**config.mk**
```make
export PLATFORM = sky130hd
export DESIGN_NAME = pec_top
export DESIGN_NICKNAME = d
export VERILOG_FILES = /design/src/hw/pec_top.v /design/src/hw/pec_counter.v /design/src/hw/pec_sel_mux.v
export VERILOG_INCLUDE_DIRS = /design/src /design/src/hw
export SDC_FILE = /design/constraint.sdc
export NUM_CORES = 1
export LEC_CHECK = 0
export ABC_CLOCK_PERIOD_IN_PS = 3660
export CAP_MARGIN = 15
export CORE_MARGIN = 4
export CORE_UTILIZATION = 55
export DETAILED_ROUTE_END_ITERATION = 7
export DONT_BUFFER_PORTS = 1
export PLACE_DENSITY = 0.7
export SYNTH_ARGS = -nofsm -noshare
export SYNTH_HDL_FRONTEND = slang
export SYNTH_SLANG_ARGS = --single-unit
```
**constraint.sdc**
```tcl
create_clock -name pclk -period 3.66 [get_ports pclk]
set_input_delay 0.549 -clock pclk [delete_from_list [all_inputs] [get_ports pclk]]
set_output_delay 0.549 -clock pclk [all_outputs]
set_load 0.02 [all_outputs]
```
**src/hw/pec_defines.vh**
```
// register map, field positions and timing constants of the event counters
`ifndef PEC_DEFINES_VH
`define PEC_DEFINES_VH
// ----------------------------------------------------------------
// register byte offsets
// ----------------------------------------------------------------
`define PEC_CTRL_LO_ADDR 12'h000
`define PEC_CTRL_HI_ADDR 12'h004
`define PEC_ISR_ADDR 12'h008
`define PEC_ICLR_ADDR 12'h00c
`define PEC_MODE_ADDR 12'h010
// ----------------------------------------------------------------
// fields of the 64-bit control register
// ----------------------------------------------------------------
`define PEC_EVENT_COUNT_ZERO_MSB 63
`define PEC_EVENT_COUNT_ZERO_LSB 48
`define PEC_EVENT_COUNT_ONE_MSB 47
`define PEC_EVENT_COUNT_ONE_LSB 32
`define PEC_EVENT_SELECT_ZERO_BIT 31
`define PEC_KU_BIT 30
`define PEC_EVENT_COUNT_TWO_MSB 29
`define PEC_EVENT_COUNT_TWO_LSB 16
`define PEC_COUNT_CTRL_ZERO_MSB 15
`define PEC_COUNT_CTRL_ZERO_LSB 14
`define PEC_COUNT_CTRL_ONE_MSB 13
`define PEC_COUNT_CTRL_ONE_LSB 12
`define PEC_COUNT_CTRL_TWO_MSB 11
`define PEC_COUNT_CTRL_TWO_LSB 10
`define PEC_KP_BIT 9
`define PEC_KK_BIT 8
`define PEC_EVENT_SELECT_ONE_MSB 7
`define PEC_EVENT_SELECT_ONE_LSB 4
`define PEC_EVENT_SELECT_TWO_MSB 3
`define PEC_EVENT_SELECT_TWO_LSB 0
`define PEC_CTRL_RESET 64'h0000000000000000
// ----------------------------------------------------------------
// summary and clear bits, control encodings, modes
// ----------------------------------------------------------------
`define PEC_IRQ0_BIT 27
`define PEC_IRQ1_BIT 28
`define PEC_IRQ2_BIT 29
`define PEC_CTL_OFF 2'h0
`define PEC_CTL_RUN 2'h1
`define PEC_CTL_FULL 2'h2
`define PEC_CTL_256 2'h3
`define PEC_MODE_KERNEL 2'h0
`define PEC_MODE_EXEC 2'h1
`define PEC_MODE_SUPER 2'h2
`define PEC_MODE_USER 2'h3
`define PEC_EVENT_SELECT_TWO_TGT_MISP 4'h2
`define PEC_EVENT_SELECT_TWO_BR_MISP 4'h3
`define PEC_EVENT_SELECT_TWO_EXT_MON 4'hb
`define PEC_LONG_STALL_CYC 15
`endif

```
**src/hw/pec_top.v**
```verilog
// performance event counters with apb register access
// ----------------------------------------------------------------
// Summary of operation
// - three counters 16/16/14 bits in control word
// - counter zero control: off, run, 65536, 256
// - counter one control same four encodings
// - counter two control: off, run, 16384, 256
// - user kill stops counting in user mode
// - library kill stops counting in library mode
// - os kill; all three set kills kernel only
// - counter zero counts cycles or issued instructions
// - counter one codes 0-7 pipeline issue events
// - code 8 depends on counter two select
// - codes 9-e unit events, f cache box one
// - counter two codes 0, 2-7; 1 reserved
// - counter two codes 8-a, c-f events
// - code b counts held sysclk-sampled monitor pin
// - suppression follows the mode actually in effect
// - pending requests shown at summary bits 27-29
// - write one to clear bits 27-29 clears request
// ----------------------------------------------------------------
`timescale 1ns/10ps
`default_nettype none
`include "pec_defines.vh"
module pec_top (
  input wire pclk,
  input wire presetn,
  input wire psel,
  input wire penable,
  input wire pwrite,
  input wire [11:0] paddr,
  input wire [31:0] pwdata,
  output reg [31:0] prdata,
  output reg pready,
  output reg pslverr,
  input wire [1:0] cpu_mode,
  input wire privileged_library_mode,
  input wire instr_issued,
  input wire [15:0] one_events,
  input wire jsr_ret_event,
  input wire cond_branch_event,
  input wire flow_change_event,
  input wire [15:0] two_events,
  input wire sysclk_edge,
  input wire perf_mon,
  output reg irq_zero,
  output reg irq_one,
  output reg irq_two
);
  // ----------------------------------------------------------------
  // register state
  // ----------------------------------------------------------------
  reg event_select_zero_reg;
  reg user_kill_reg;
  reg library_kill_reg;
  reg os_kill_reg;
  reg [1:0] count_ctrl_zero_reg;
  reg [1:0] count_ctrl_one_reg;
  reg [1:0] count_ctrl_two_reg;
  reg [3:0] event_select_one_reg;
  reg [3:0] event_select_two_reg;
  reg [2:0] pend_reg;
  reg mon_hold_reg;
  wire [15:0] event_count_zero;
  wire [15:0] event_count_one;
  wire [13:0] event_count_two;
  wire [63:0] perf_counter_control;
  wire wr_en;
  wire rd_en;
  wire wr_lo;
  wire wr_hi;
  wire wr_clr;
  wire hit_map;
  wire killed;
  wire one_hit;
  wire two_hit;
  wire [15:0] two_events_m;
  wire inc0;
  wire inc1;
  wire inc2;
  wire f0;
  wire b0;
  wire f1;
  wire b1;
  wire f2;
  wire b2;
  wire [2:0] irq_set;
  wire [2:0] irq_clr;
  reg [31:0] rd_mux;

  // ----------------------------------------------------------------
  // apb decode: zero wait states, unmapped address errors
  // ----------------------------------------------------------------
  // unaligned or unmapped offsets miss hit_map and are refused
  assign hit_map = (paddr == `PEC_CTRL_LO_ADDR) | (paddr == `PEC_CTRL_HI_ADDR) |
                   (paddr == `PEC_ISR_ADDR) | (paddr == `PEC_ICLR_ADDR) |
                   (paddr == `PEC_MODE_ADDR);
  assign wr_en = psel & penable & pwrite & hit_map;
  assign rd_en = psel & ~penable & ~pwrite;
  assign wr_lo = wr_en & (paddr == `PEC_CTRL_LO_ADDR);
  assign wr_hi = wr_en & (paddr == `PEC_CTRL_HI_ADDR);
  assign wr_clr = wr_en & (paddr == `PEC_ICLR_ADDR);

  assign perf_counter_control = {event_count_zero, event_count_one, event_select_zero_reg,
                                 user_kill_reg, event_count_two, count_ctrl_zero_reg,
                                 count_ctrl_one_reg, count_ctrl_two_reg, library_kill_reg,
                                 os_kill_reg, event_select_one_reg, event_select_two_reg};

  always @*
  begin
    rd_mux = 32'h00000000;
    case (paddr)
      `PEC_CTRL_LO_ADDR: rd_mux = perf_counter_control[31:0];
      `PEC_CTRL_HI_ADDR: rd_mux = perf_counter_control[63:32];
      `PEC_ISR_ADDR: rd_mux = {2'h0, pend_reg, 27'h0000000};
      `PEC_MODE_ADDR: rd_mux = {29'h00000000, privileged_library_mode, cpu_mode};
      default: rd_mux = 32'h00000000;
    endcase
  end

  always @(posedge pclk or negedge presetn)
  begin
    if (!presetn)
    begin
      prdata <= 32'h00000000;
      pready <= 1'b0;
      pslverr <= 1'b0;
    end
    else
    begin
      // pready answers in the first access cycle
      pready <= psel & ~penable;
      pslverr <= psel & ~penable & ~hit_map;
      // read data captured at setup so it stands with pready
      if (rd_en)
        prdata <= rd_mux;
    end
  end

  // ----------------------------------------------------------------
  // control fields of the low word
  // ----------------------------------------------------------------
  always @(posedge pclk or negedge presetn)
  begin
    if (!presetn)
    begin
      event_select_zero_reg <= 1'b0;
      user_kill_reg <= 1'b0;
      count_ctrl_zero_reg <= `PEC_CTL_OFF;
      count_ctrl_one_reg <= `PEC_CTL_OFF;
      count_ctrl_two_reg <= `PEC_CTL_OFF;
      library_kill_reg <= 1'b0;
      os_kill_reg <= 1'b0;
      event_select_one_reg <= 4'h0;
      event_select_two_reg <= 4'h0;
    end
    else if (wr_lo & pready)
    begin
      event_select_zero_reg <= pwdata[`PEC_EVENT_SELECT_ZERO_BIT];
      user_kill_reg <= pwdata[`PEC_KU_BIT];
      count_ctrl_zero_reg <= pwdata[`PEC_COUNT_CTRL_ZERO_MSB:`PEC_COUNT_CTRL_ZERO_LSB];
      count_ctrl_one_reg <= pwdata[`PEC_COUNT_CTRL_ONE_MSB:`PEC_COUNT_CTRL_ONE_LSB];
      count_ctrl_two_reg <= pwdata[`PEC_COUNT_CTRL_TWO_MSB:`PEC_COUNT_CTRL_TWO_LSB];
      library_kill_reg <= pwdata[`PEC_KP_BIT];
      os_kill_reg <= pwdata[`PEC_KK_BIT];
      event_select_one_reg <= pwdata[`PEC_EVENT_SELECT_ONE_MSB:`PEC_EVENT_SELECT_ONE_LSB];
      event_select_two_reg <= pwdata[`PEC_EVENT_SELECT_TWO_MSB:`PEC_EVENT_SELECT_TWO_LSB];
    end
  end

  // ----------------------------------------------------------------
  // mode kill logic
  // ----------------------------------------------------------------
  // library mode wins over the architectural mode, whoever called it
  // all three kill bits set narrow the os kill to kernel only
  assign killed = privileged_library_mode ? library_kill_reg :
    ((cpu_mode == `PEC_MODE_USER) ? user_kill_reg :
     ((user_kill_reg & library_kill_reg & os_kill_reg) ?
      (cpu_mode == `PEC_MODE_KERNEL) : os_kill_reg));

  // ----------------------------------------------------------------
  // event sources
  // ----------------------------------------------------------------
  // monitor pin held for a whole system clock period
  // a level between system clock edges is never seen by the counter
  always @(posedge pclk or negedge presetn)
  begin
    if (!presetn)
      mon_hold_reg <= 1'b0;
    else if (sysclk_edge)
      mon_hold_reg <= perf_mon;
  end

  assign two_events_m = {two_events[15:12], mon_hold_reg, two_events[10:2],
                         1'b0, two_events[0]};

  pec_sel_mux u_mux (
    .event_select_one(event_select_one_reg),
    .event_select_two(event_select_two_reg),
    .one_events(one_events),
    .jsr_ret_event(jsr_ret_event),
    .cond_branch_event(cond_branch_event),
    .flow_change_event(flow_change_event),
    .two_events(two_events_m),
    .one_hit(one_hit),
    .two_hit(two_hit)
  );

  assign inc0 = ~killed & (count_ctrl_zero_reg != `PEC_CTL_OFF) &
                (event_select_zero_reg ? instr_issued : 1'b1);
  assign inc1 = ~killed & (count_ctrl_one_reg != `PEC_CTL_OFF) & one_hit;
  assign inc2 = ~killed & (count_ctrl_two_reg != `PEC_CTL_OFF) & two_hit;

  // ----------------------------------------------------------------
  // counters
  // ----------------------------------------------------------------
  // a word write wins over the increment of the same cycle
  pec_counter #(.W(16)) u_c0 (
    .pclk(pclk),
    .presetn(presetn),
    .load(wr_hi & pready),
    .load_value(pwdata[31:16]),
    .inc(inc0),
    .count_reg(event_count_zero),
    .wrap_full(f0),
    .wrap_byte(b0)
  );
  pec_counter #(.W(16)) u_c1 (
    .pclk(pclk),
    .presetn(presetn),
    .load(wr_hi & pready),
    .load_value(pwdata[15:0]),
    .inc(inc1),
    .count_reg(event_count_one),
    .wrap_full(f1),
    .wrap_byte(b1)
  );
  // counter two lives in the low word, so a low write reloads it
  pec_counter #(.W(14)) u_c2 (
    .pclk(pclk),
    .presetn(presetn),
    .load(wr_lo & pready),
    .load_value(pwdata[`PEC_EVENT_COUNT_TWO_MSB:`PEC_EVENT_COUNT_TWO_LSB]),
    .inc(inc2),
    .count_reg(event_count_two),
    .wrap_full(f2),
    .wrap_byte(b2)
  );

  // ----------------------------------------------------------------
  // pending requests
  // ----------------------------------------------------------------
  // threshold choice is the same for all three counters
  function irq_pick;
    input [1:0] ctl;
    input full;
    input roll;
    begin
      case (ctl)
        `PEC_CTL_FULL: irq_pick = full;
        `PEC_CTL_256: irq_pick = roll;
        default: irq_pick = 1'b0;
      endcase
    end
  endfunction

  assign irq_set[0] = irq_pick(count_ctrl_zero_reg, f0, b0);
  assign irq_set[1] = irq_pick(count_ctrl_one_reg, f1, b1);
  assign irq_set[2] = irq_pick(count_ctrl_two_reg, f2, b2);
  assign irq_clr = {3{wr_clr & pready}} &
                   pwdata[`PEC_IRQ2_BIT:`PEC_IRQ0_BIT];

  // set beats a same-cycle clear so no roll-over is lost
  always @(posedge pclk or negedge presetn)
  begin
    if (!presetn)
      pend_reg <= 3'h0;
    else
      pend_reg <= irq_set | (pend_reg & ~irq_clr);
  end

  // ----------------------------------------------------------------
  // request outputs
  // ----------------------------------------------------------------
  // outputs carry the pending next state, so they leave straight from flops
  always @(posedge pclk or negedge presetn)
  begin
    if (!presetn)
    begin
      irq_zero <= 1'b0;
      irq_one <= 1'b0;
      irq_two <= 1'b0;
    end
    else
    begin
      irq_zero <= irq_set[0] | (pend_reg[0] & ~irq_clr[0]);
      irq_one <= irq_set[1] | (pend_reg[1] & ~irq_clr[1]);
      irq_two <= irq_set[2] | (pend_reg[2] & ~irq_clr[2]);
    end
  end
endmodule // pec_top
`default_nettype wire

```
**src/hw/pec_counter.v**
```verilog
// one wrapping event counter with a low-byte and a full-wrap carry
`timescale 1ns/10ps
`default_nettype none
module pec_counter #(
  parameter W = 16
) (
  input wire pclk,
  input wire presetn,
  input wire load,
  input wire [W-1:0] load_value,
  input wire inc,
  output reg [W-1:0] count_reg,
  output wire wrap_full,
  output wire wrap_byte
);
  // full wrap and low byte roll-over both happen on the increment
  assign wrap_full = inc & (&count_reg);
  assign wrap_byte = inc & (&count_reg[7:0]);

  always @(posedge pclk or negedge presetn)
  begin
    if (!presetn)
      count_reg <= {W{1'b0}};
    else if (load)
      count_reg <= load_value;
    else if (inc)
      count_reg <= count_reg + {{(W-1){1'b0}}, 1'b1};
  end
endmodule // pec_counter
`default_nettype wire

```
**src/hw/pec_sel_mux.v**
```verilog
// event selection for counters one and two
`timescale 1ns/10ps
`default_nettype none
`include "pec_defines.vh"
module pec_sel_mux (
  input wire [3:0] event_select_one,
  input wire [3:0] event_select_two,
  input wire [15:0] one_events,
  input wire jsr_ret_event,
  input wire cond_branch_event,
  input wire flow_change_event,
  input wire [15:0] two_events,
  output reg one_hit,
  output reg two_hit
);
  always @*
  begin
    one_hit = one_events[event_select_one];
    if (event_select_one == 4'h8)
    begin
      // only cross-counter dependency
      if (event_select_two == `PEC_EVENT_SELECT_TWO_TGT_MISP)
        one_hit = jsr_ret_event;
      else if (event_select_two == `PEC_EVENT_SELECT_TWO_BR_MISP)
        one_hit = cond_branch_event;
      else
        one_hit = flow_change_event;
    end
    two_hit = two_events[event_select_two];
  end
endmodule // pec_sel_mux
`default_nettype wire

```
* Word level (Yosys, flattened, before mapping) *
Index checks and enable logic that the tools add are counted.

word-level totals
  register bits = 105
  output and inout port bits = 37
  logic and storage cells = 121

cells by class
  $add $sub $neg = 3
  $lt $le $gt $ge = 2
  eq/ne operators = 14
  muxes and demuxes = 21
  bitwise logic cells = 47
  reductions and logical operators = 14

operators by type and width
  kind                                                number
  case mux 32 bit (4 select lines)                    1
  two-way mux 16 bit                                  4
  adder 16 x 1 -> 16 bit, second input constant       2
  AND reduction 16 bit                                2
  AND 1 bit                                           29
  two-way mux 14 bit                                  2
  == test 12 x 4 -> 1 bit, second input constant      2
  AND reduction 8 bit                                 3
  adder 14 x 1 -> 14 bit, second input constant       1
  == test 2 bit, second input constant                7
  AND reduction 14 bit                                1
  == test 12 x 3 -> 1 bit, second input constant      1
  == test 12 x 5 -> 1 bit, second input constant      1
  logical NOT 12 bit                                  1
  nonzero test 2 bit                                  6
  < comparator 4 x 5 -> 1 bit, second input constant  2
  two-way mux 1 bit                                   9
  binary-select mux 1 bit (select 4 bit)              2
  == test 4 x 2 -> 1 bit, second input constant       2
  NOT 1 bit                                           7
  bitwise OR 1 bit                                    7
  AND 3 bit                                           2
  case mux 1 bit (2 select lines)                     3
  == test 4 bit, second input constant                1
  other kinds (3)                                     3

* Longest topological paths before layout *
Gate-level depths: netlist (run 1).

  word-level depth = 12
  depth in mapped cells = 9

* Cells and area by module *
A second synthesis (run 1) with hierarchy kept.

unflattened totals
  cells, all modules = 553
  area, all modules = 5,718.0 um^2

by module, submodules not included
  module              times used  cells each  area each (um^2)
  pec_top             1           246         2,758.9
  pec_counter (u_c0)  1           98          910.9
  pec_counter (u_c1)  1           98          890.9
  pec_counter (u_c2)  1           84          835.8
  pec_sel_mux         1           27          321.6

* Worst setup path before layout (run 1) *
No wires, ideal clock.

  kind = input to register
  start = input port paddr[9]
  end = register u_c1.count_reg[8]
  setup time = 124 ps
  arrival = 2,192 ps
  required time = 3,536 ps
  setup slack = 1,344 ps
  cell stages on the path = 7
  cell sequence = or4_1 nor3_1 and2_1 clkbuf_1 or3_1 mux2i_1 a211o_1

between the ends
  word-level cells in the longest chain between the ends = 9
  elaborated cells on any way between the ends = 14
  those cells by class = eq/ne: 4; mux: 1; bitwise: 7; reduce/logical: 2

ends and longest elaborated chain
  item                                                                  RTL line          RTL
  start, declared                                                       pec_top.v:31      input wire [11:0] paddr,
  == test 12 x 3 -> 1 bit / logical NOT 12 bit (equally long branches)  --
  bitwise OR 1 bit (4 in series)                                        pec_top.v:95      assign hit_map = (paddr == `PEC_CTRL_LO_ADDR) | (paddr == `PEC_CTRL_HI_ADDR) |
  AND 1 bit                                                             pec_top.v:98      assign wr_en = psel & penable & pwrite & hit_map;
  AND 1 bit (*)                                                         pec_top.v:101     assign wr_hi = wr_en & (paddr == `PEC_CTRL_HI_ADDR);
  AND 1 bit (*)                                                         pec_top.v:231     .load(wr_hi & pready),
  two-way mux 16 bit / nonzero test 2 bit (equally long branches)       --
  end signal, assigned                                                  pec_counter.v:23  count_reg <= {W{1'b0}};
  end signal, assigned                                                  pec_counter.v:25  count_reg <= load_value;
  end signal, assigned                                                  pec_counter.v:27  count_reg <= count_reg + {{(W-1){1'b0}}, 1'b1};
  end, declared                                                         pec_counter.v:12  output reg [W-1:0] count_reg,

Every way passes the cells marked *; elsewhere a longest branch is shown, timed or not.
A chain may end at the register's enable or synchronous reset.

* Worst setup path in the final report (run 1) *
  start = register event_select_one_reg[1]
  end = register u_c1.count_reg[11]

between the ends
  word-level cells in the longest chain between the ends = 5
  elaborated cells on any way between the ends = 6
  those cells by class = eq/ne: 1; mux: 3; bitwise: 1; reduce/logical: 1

ends and longest elaborated chain
  item                                     RTL line          RTL
  start, declared                          pec_top.v:60      reg [3:0] event_select_one_reg;
  start signal, assigned                   pec_top.v:166     event_select_one_reg <= pwdata[`PEC_EVENT_SELECT_ONE_MSB:`PEC_EVENT_SELECT_ONE_LSB];
  binary-select mux 1 bit (select 4 bit)   pec_sel_mux.v:18  one_hit = one_events[event_select_one];
  two-way mux 1 bit (not written as such)  pec_sel_mux.v:18
  two-way mux 1 bit (*)                    pec_sel_mux.v:19  if (event_select_one == 4'h8)
  AND 1 bit (*)                            pec_top.v:211     assign inc1 = ~killed & (count_ctrl_one_reg != `PEC_CTL_OFF) & one_hit;
  nonzero test 2 bit (no line) (*)         --

Every way passes the cells marked *; elsewhere a longest branch is shown, timed or not. The select of a mux whose other input is x is not followed.

==> metrics.md, run 1 <==
| Metric | Value |
|---|---|
| Critical Path Max Stage Delay | 0.63 ns |
| P&R area growth vs syn | 4.97% |
| Post-Synthesis Cell Area | 5520 µm² |
| Switch share | 22.6% |
| Vias in the first global route | 4,556 |
| Crit path kind | reg -> reg |
| Yosys warning total | 0 |
| TritonCTS clock tree | yes |
| Number of port buffers | 0 |
| Height of the die | 108 µm |
| DPL Wire Length | 9.74 mm |
| Max reg flops | 32 |
| Final core utilization | 59.2% |
| Final Hold Slack | 0.107 ns |
| Most frequent cells in the layout | 102 x dfrtp_1, 58 x nand2_1, 51 x nor2_1 |
| Layout Skew | 0.00859 ns |
| Nets | 652 |
| Vias per Instance | 6.41 |
| Setup_tns | 0 ns |
| Ports | 127 |
| Post-synthesis cell count | 579 |
| Comb power frac | 3.9% |
| Cells along the critical path | mux4_1, mux2i_1, a221oi_2, nand3_2, or4_1, a31oi_1 |
| Root Buffer | clkbuf_8 |
| ANT cells | 0 |
| Sw power | 0.444 mW |
| Antenna-violating nets left | 0 |
| Drt drc | 0 |
| First-pass GRT wire length | 23.1 mm |
| Post-route minimum period | 2.74 ns |
| Post-synthesis sequential area ratio | 46.3% |
| Clk pwr share | 37.6% |
| Total gr overflow | 0 |
| Full die area | 11,700 µm² |
| Gpl congestion | 0.815 |
| Cell variety after synth | 52 |
| Relative slew slack | 28.7% |
| Core Rows | 36 |
| Final period utilization | 75.0% |
| Final setup fails | 0 |
| Initial antenna violation count | 0 |
| Placed instance count | 680 |
| Worst Max-Slew Pin Slew | 1.07 ns |
| DRT Pass-1 Iters | 5 |
| Drt wl/cell | 20.5 µm |
| H-tree levels | 3 |
| Final Power | 1.96 mW |
| Power Density | 339 nW/µm² |
| Arr. time, crit path | 3.03 ns |
| Clk Latency, worst-skew pair | 0.36 ns |
| Core Area | 9770 µm² |
| Post-synth EDFFs | 0 |
| TritonCTS Buffers | 9 |
| Asr flop ratio synth | 100% |
| Finished Layout Cells | 697 |
| Fraction of layout cells with a size suffix above 1 | 9.40% |
| CP required | 3.95 ns |
| Peak supply drop | 0.000162 V |
| Max frequency | 364 MHz |
| WL final | 14.3 mm |
| Flop pwr share | 58.5% |
| Max-cap violations | 0 |
| Slew Limit Fails | 0 |
| Syn Nets | 672 |
| All-Layer GR Usage | 25.2% |
| Status | finished clean |
| Clock sink count | 102 |
| Synth Flop Type | dfrtp_1 |
| Commonest non-fill, non-tap cell in the layout | dfrtp_1 |
| Crit-path slowest cell | or4_1 |
| Initial Utilization | 56.4% |
| Worst-path clk slew | 0.09 ns |
| CP Capture Type | register |
| Internal power | 1.52 mW |
| Hold Violations, Final | 0 |
| RSZ-0062 raised after global routing | no |
| Chip width | 108 µm |
| Post-Synthesis Mean Instance Area | 9.53 µm² |
| Via Count | 4,467 |
| Startpoint types | register |
| Leakage | 2.37 nW |
| CP Max Fanout | 23 |
| Clk buf depth | 2 |
| Pin count of the biggest net entering global routing | 103 |
| Hold Crit Class | in -> async |
| Synth Register Bits | 102 |
| Iteration-0 DRC Markers | 311 |
==> cells by family after synthesis <==
family          count (synthesis)  synth area share (%)
compound gates                137                  15.4
buf+inv                        50                  3.92
mux                            41                  9.32
xor+xnor                       29                  4.60
fa+ha+maj                       3                 0.680
flops                         102                  46.3
simple gates                  217                  19.8
==> through the flow <==
stage | area (µm²) | worst slack, ns
after floorplan | 5520 | 1.34
after global placement | 5560 | 1.01
after detailed placement | 5560 | 0.929
after CTS | 5790 | 0.914
after global routing | 5790 | 0.696
final | 5790 | 0.915
==> metal layers <==
| layer | vias up | share of wire, % | track usage (%) |
|---|---|---|---|
| met5 | - | 0 | 0 |
| met4 | 0 | 1.2 | 6.58 |
| met3 | 15 | 11 | 7.64 |
| met2 | 194 | 46 | 40.1 |
| met1 | 2186 | 42 | 33.9 |
| li1 | 2072 | - | - |
==> what timing repair did <==
item                                   CTS  global route
hold buffers                             1             0
setup buffers                            0             0
gates resized for setup                  0             0
setup endpoints to repair                0             0
endpoints found under the hold margin  102             0
==> synthesized netlist by cell type (4+ instances only) <==
library cell | count | area [µm²]
or3_1 | 6 | 37.5
o31ai_1 | 10 | 75.1
mux2i_1 | 15 | 150
and3_1 | 12 | 75.1
nor2_1 | 51 | 191
nand3_1 | 21 | 105
a21oi_1 | 29 | 145
o21ai_0 | 45 | 225
xnor2_1 | 11 | 96.3
xor2_1 | 18 | 158
nand4_1 | 14 | 87.6
mux4_2 | 4 | 90.1
a22oi_1 | 26 | 195
and4_1 | 4 | 35.0
nor3_1 | 11 | 55.1
nand2_1 | 58 | 218
mux2_2 | 20 | 225
dfrtp_1 | 102 | 2550
and2_1 | 5 | 31.3
or4_1 | 11 | 82.6
a31oi_1 | 14 | 87.6
nor4_1 | 7 | 43.8
clkbuf_1 | 29 | 109
inv_1 | 13 | 48.8
==> critical path: cells and delay by family (launching register included) <==
kind,cells,cell delay (ns)
AOI/OAI and AO/OA,2,0.61
DFF,1,0.51
muxes,2,0.48
and+or+nand+nor,2,1.07
==> worst paths after layout <==
kind | slack (ns) | cells after the start | startpoint | to
worst max-delay path | 0.92 | 6 | event_select_one_reg[1] | u_c1.count_reg[11]
worst min-delay path | 0.11 | 1 | presetn | u_c2.count_reg[12]
worst max register to register | 0.92 | 6 | event_select_one_reg[1] | u_c1.count_reg[11]
worst min register to register | 0.52 | 1 | mon_hold_reg | mon_hold_reg
max in group asynchronous | 3.17 | 1 | presetn | event_select_one_reg[3]
min in group pclk | 0.27 | 1 | penable | pready
==> layout make-up <==
class / count / area [µm²]
fill: 884 / 3980
multi-input combinational: 427 / 2760
sequential: 102 / 2550
tap: 133 / 166
clock buffer: 13 / 159
timing repair buffer: 6 / 65.1
inverter: 13 / 48.8
clock inverter: 3 / 42.5
==> power by group through the flow <==
stage               Clock, mW  Combinational (mW)  Sequential, mW
floorplan                   0              0.0437            1.17
detailed placement          0              0.0524            1.17
global route            0.801              0.0885            1.15
CTS                     0.750              0.0788            1.15
finish                  0.736              0.0771            1.15
global placement            0              0.0500            1.17
Power figures use the tool's default switching activity.
==> run 2: changes to the inputs <==
--- a/config.mk
+++ b/config.mk
@@ -6,7 +6,8 @@
 export SDC_FILE = /design/constraint.sdc
 export NUM_CORES = 1
 export LEC_CHECK = 0
-export ABC_CLOCK_PERIOD_IN_PS = 3660
+export ABC_AREA = 1
+export ABC_CLOCK_PERIOD_IN_PS = 2700
 export CAP_MARGIN = 15
 export CORE_MARGIN = 4
 export CORE_UTILIZATION = 55
==> constraint.sdc (replaced) <==
create_clock -name pclk -period 2.7 [get_ports pclk]
set_input_delay 0.405 -clock pclk [delete_from_list [all_inputs] [get_ports pclk]]
set_output_delay 0.405 -clock pclk [all_outputs]
set_load 0.02 [all_outputs]
==> metrics.md, run 2 <==
| Metric | Value |
|---|---|
| Status | finished, violations left |
| Failing checks | negative hold slack |
| Fraction of layout cells with a size suffix above 1 | 8.31% (-1.1 points) |
| Post-synthesis sequential area ratio | 39.4% (-6.9 points) |
| Post-Synthesis Cell Area | 6480 µm² (+18%) |
| Clock sink count | 102 (unchanged) |
| Setup_tns | 0 ns (unchanged) |
| Vias in the first global route | 5,693 (+25%) |
| Max frequency | 492 MHz (+35%) |
| Arr. time, crit path | 2.33 ns (-0.70 ns) |
| Top-area cell type share of the netlist area | 39.4% (-6.9 points) |
| All-Layer GR Usage | 26.3% (+1.1 points) |
| Post-Synthesis Mean Instance Area | 7.15 µm² (-25%) |
| R2R Setup Slk | 0.67 ns (-0.25 ns) |
| CP required | 2.99 ns (-0.96 ns) |
| Total gr overflow | 0 (unchanged) |
| Worst R2R End | u_c1.count_reg[6] |
| Ports | 127 (unchanged) |
| Chip width | 117 µm (+7.8%) |
| DRT Pass-1 Iters | 6 (+1) |
| Drt wl/cell | 16.6 µm (-19%) |
| Clk Latency, worst-skew pair | 0.36 ns (about the same) |
| Reg-to-reg critical path startpoint | event_select_one_reg[0] |
| Post-route minimum period | 2.03 ns (-0.711 ns) |
| Antenna-violating nets left | 0 (unchanged) |
| WL final | 17.4 mm (+22%) |
| Height of the die | 117 µm (+7.8%) |
| Reg2Reg Depth | 10 (+4) |
| Full die area | 13,600 µm² (+16%) |
| Via Count | 5,901 (+32%) |
| Post-synth EDFFs | 0 (unchanged) |
| Top-count cell post-synth | nand2_1 |
| Peak supply drop | 0.000343 V (+110%) |
| Drt drc | 0 (unchanged) |
| Fin area | 6880 µm² (+19%) |
| CP Max Fanout | 11 (-52%) |
| First-pass GRT wire length | 28.2 mm (+22%) |
| Area after DPL | 6560 µm² (+18%) |
| Cell variety after synth | 32 (-38%) |
| Max reg flops | 32 (unchanged) |
| Core Area | 11,500 µm² (+17%) |
| Hold Crit Class | in -> async |
| Root Buffer | clkbuf_16 |
| Initial Utilization | 56.5% (+0.091 points) |
| Crit path launch | event_select_one_reg[0] |
| Post-synth top cells | 293 x nand2_1, 118 x inv_1, 102 x dfrtp_1 |
| FILL cells | 1,064 (+20%) |
| Cell taking the most area after synthesis | dfrtp_1 |
| Final setup fails | 0 (unchanged) |
| Asr flop ratio synth | 100% (unchanged) |
| Pin count of the biggest net entering global routing | 103 (unchanged) |
| Relative slew slack | 53.2% (+24 points) |
| Max-cap violations | 0 (unchanged) |
| Nets | 991 (+52%) |
| Synth Register Bits | 102 (unchanged) |
| Worst Max-Slew Pin Slew | 0.696 ns (-0.370 ns) |
| Startpoint types | register |
| Commonest non-fill, non-tap cell in the layout | nand2_1 |
| Initial antenna violation count | 0 (unchanged) |
| Slew Limit Fails | 0 (unchanged) |
| Vias per Instance | 5.64 (-12%) |
| Syn Nets | 1,000 (+49%) |
| DPL Wire Length | 12.7 mm (+30%) |
| H-tree levels | 3 (unchanged) |
| Final period utilization | 75.3% (+0.34 points) |
| Crit path kind | reg -> reg |
| ANT cells | 0 (unchanged) |
| Yosys warning total | 0 (unchanged) |
| Hold Violations, Final | 102 (+102) |
| Final Hold Slack | -0.256 ns (-0.364 ns) |
| Clk buf depth | 2 (unchanged) |
| Post CTS Setup Buffer Count | 0 (unchanged) |
| CP Capture Type | register |
| Largest cells by area after synthesis | dfrtp_1 39%, nand2_1 17%, nand3_1 7.0% |
| Layout Skew | 0.00616 ns (-0.00243 ns) |
| Leakage | 3.36 nW (+42%) |
| Worst-path clk slew | 0.07 ns (-0.02 ns) |
| Power Density | 545 nW/µm² (+61%) |
| Most frequent cells in the layout | 293 x nand2_1, 118 x inv_1, 102 x dfrtp_1 |
| RSZ-0062 raised after global routing | no |
| Number of port buffers | 0 (unchanged) |
| TritonCTS clock tree | yes |
| Post-synthesis cell count | 907 (+57%) |
| Synth Flop Type | dfrtp_1 |
| Iteration-0 DRC Markers | 447 (+44%) |
| TritonCTS Buffers | 9 (unchanged) |
| P&R area growth vs syn | 6.08% |
| Gpl congestion | 1.01 (+24%) |
| Core Rows | 39 (+8.3%) |
run 2: final cells by class:
cell class	count	area (µm²)	area share, %
Clock inverter	4	70.1	1.02
Tap cell	143	179	2.60
Timing Repair Buffer	12	90.1	1.31
Inverter	121	454	6.60
Clock buffer	12	246	3.58
Multi-Input combinational cell	652	3280	47.8
Sequential cell	102	2550	37.1
run 2: layer usage:
| layer | wire length, µm | track usage (%) |
|---|---|---|
| met1 | 7790 | 37.2 |
| met2 | 7640 | 40.3 |
| met3 | 1700 | 6.42 |
| met4 | 232 | 8.10 |
| met5 | 0 | 0 |
run 2: timing repair:
action	in CTS	in global routing
resized for setup	0	0
endpoints found under the hold margin	102	102
setup endpoints to repair	0	0
run 2: through the flow:
step	util, %	setup slack, ns	total power, mW	cells
after floorplan	-	1.07	2.23	907
after global placement	57.2	0.468	2.33	1030
after detailed placement	57.2	0.429	2.35	1030
after CTS	60.0	0.675	3.77	1046
after global routing	60.0	0.429	3.94	1046
final	60.0	0.666	3.75	1046
run 2: critical path: stages, from the launching register on:
cell and delay [ns]:
dfrtp_1 0.48, inv_2 0.19, nand2_1 0.07, nor3_1 0.26, o21ai_1 0.11, nor2_1 0.18
nor2_1 0.07, nand2_2 0.18, buf_4 0.23, nand3_1 0.10, nand2_1 0.08
run 2: kinds of logic (layout without fill, tap and decap cells):
kind of cell | count (synthesis) | count (layout) | share of synthesized area [%]
buffers and inverters | 153 | 149 | 10.1
XOR/XNOR | 25 | 25 | 3.38
adder cells (fa/ha/maj) | 3 | 3 | 0.579
flip-flops | 102 | 102 | 39.4
AND/OR/NAND/NOR | 480 | 480 | 32.0
multiplexers | 26 | 26 | 4.52
AO/OA/AOI/OAI | 118 | 118 | 10.0
run 2: worst max-delay path by stage:
stage | depth (start not counted) | slack (ns) | endpoint
finish | 10 | 0.67 | u_c1.count_reg[6]
global route | 10 | 0.43 | u_c1.count_reg[6]
CTS | 10 | 0.67 | u_c1.count_reg[13]
detailed placement | 11 | 0.43 | u_c2.count_reg[8]
global placement | 11 | 0.47 | u_c2.count_reg[8]
floorplan | 12 | 1.07 | u_c1.count_reg[4]
run 2: where the power goes:
group | switching, mW | total, mW | internal (mW)
registers | 0.168 | 1.83 | 1.66
logic | 0.297 | 0.513 | 0.216
clock network | 0.575 | 1.41 | 0.836
total | 1.04 | 3.75 | 2.71
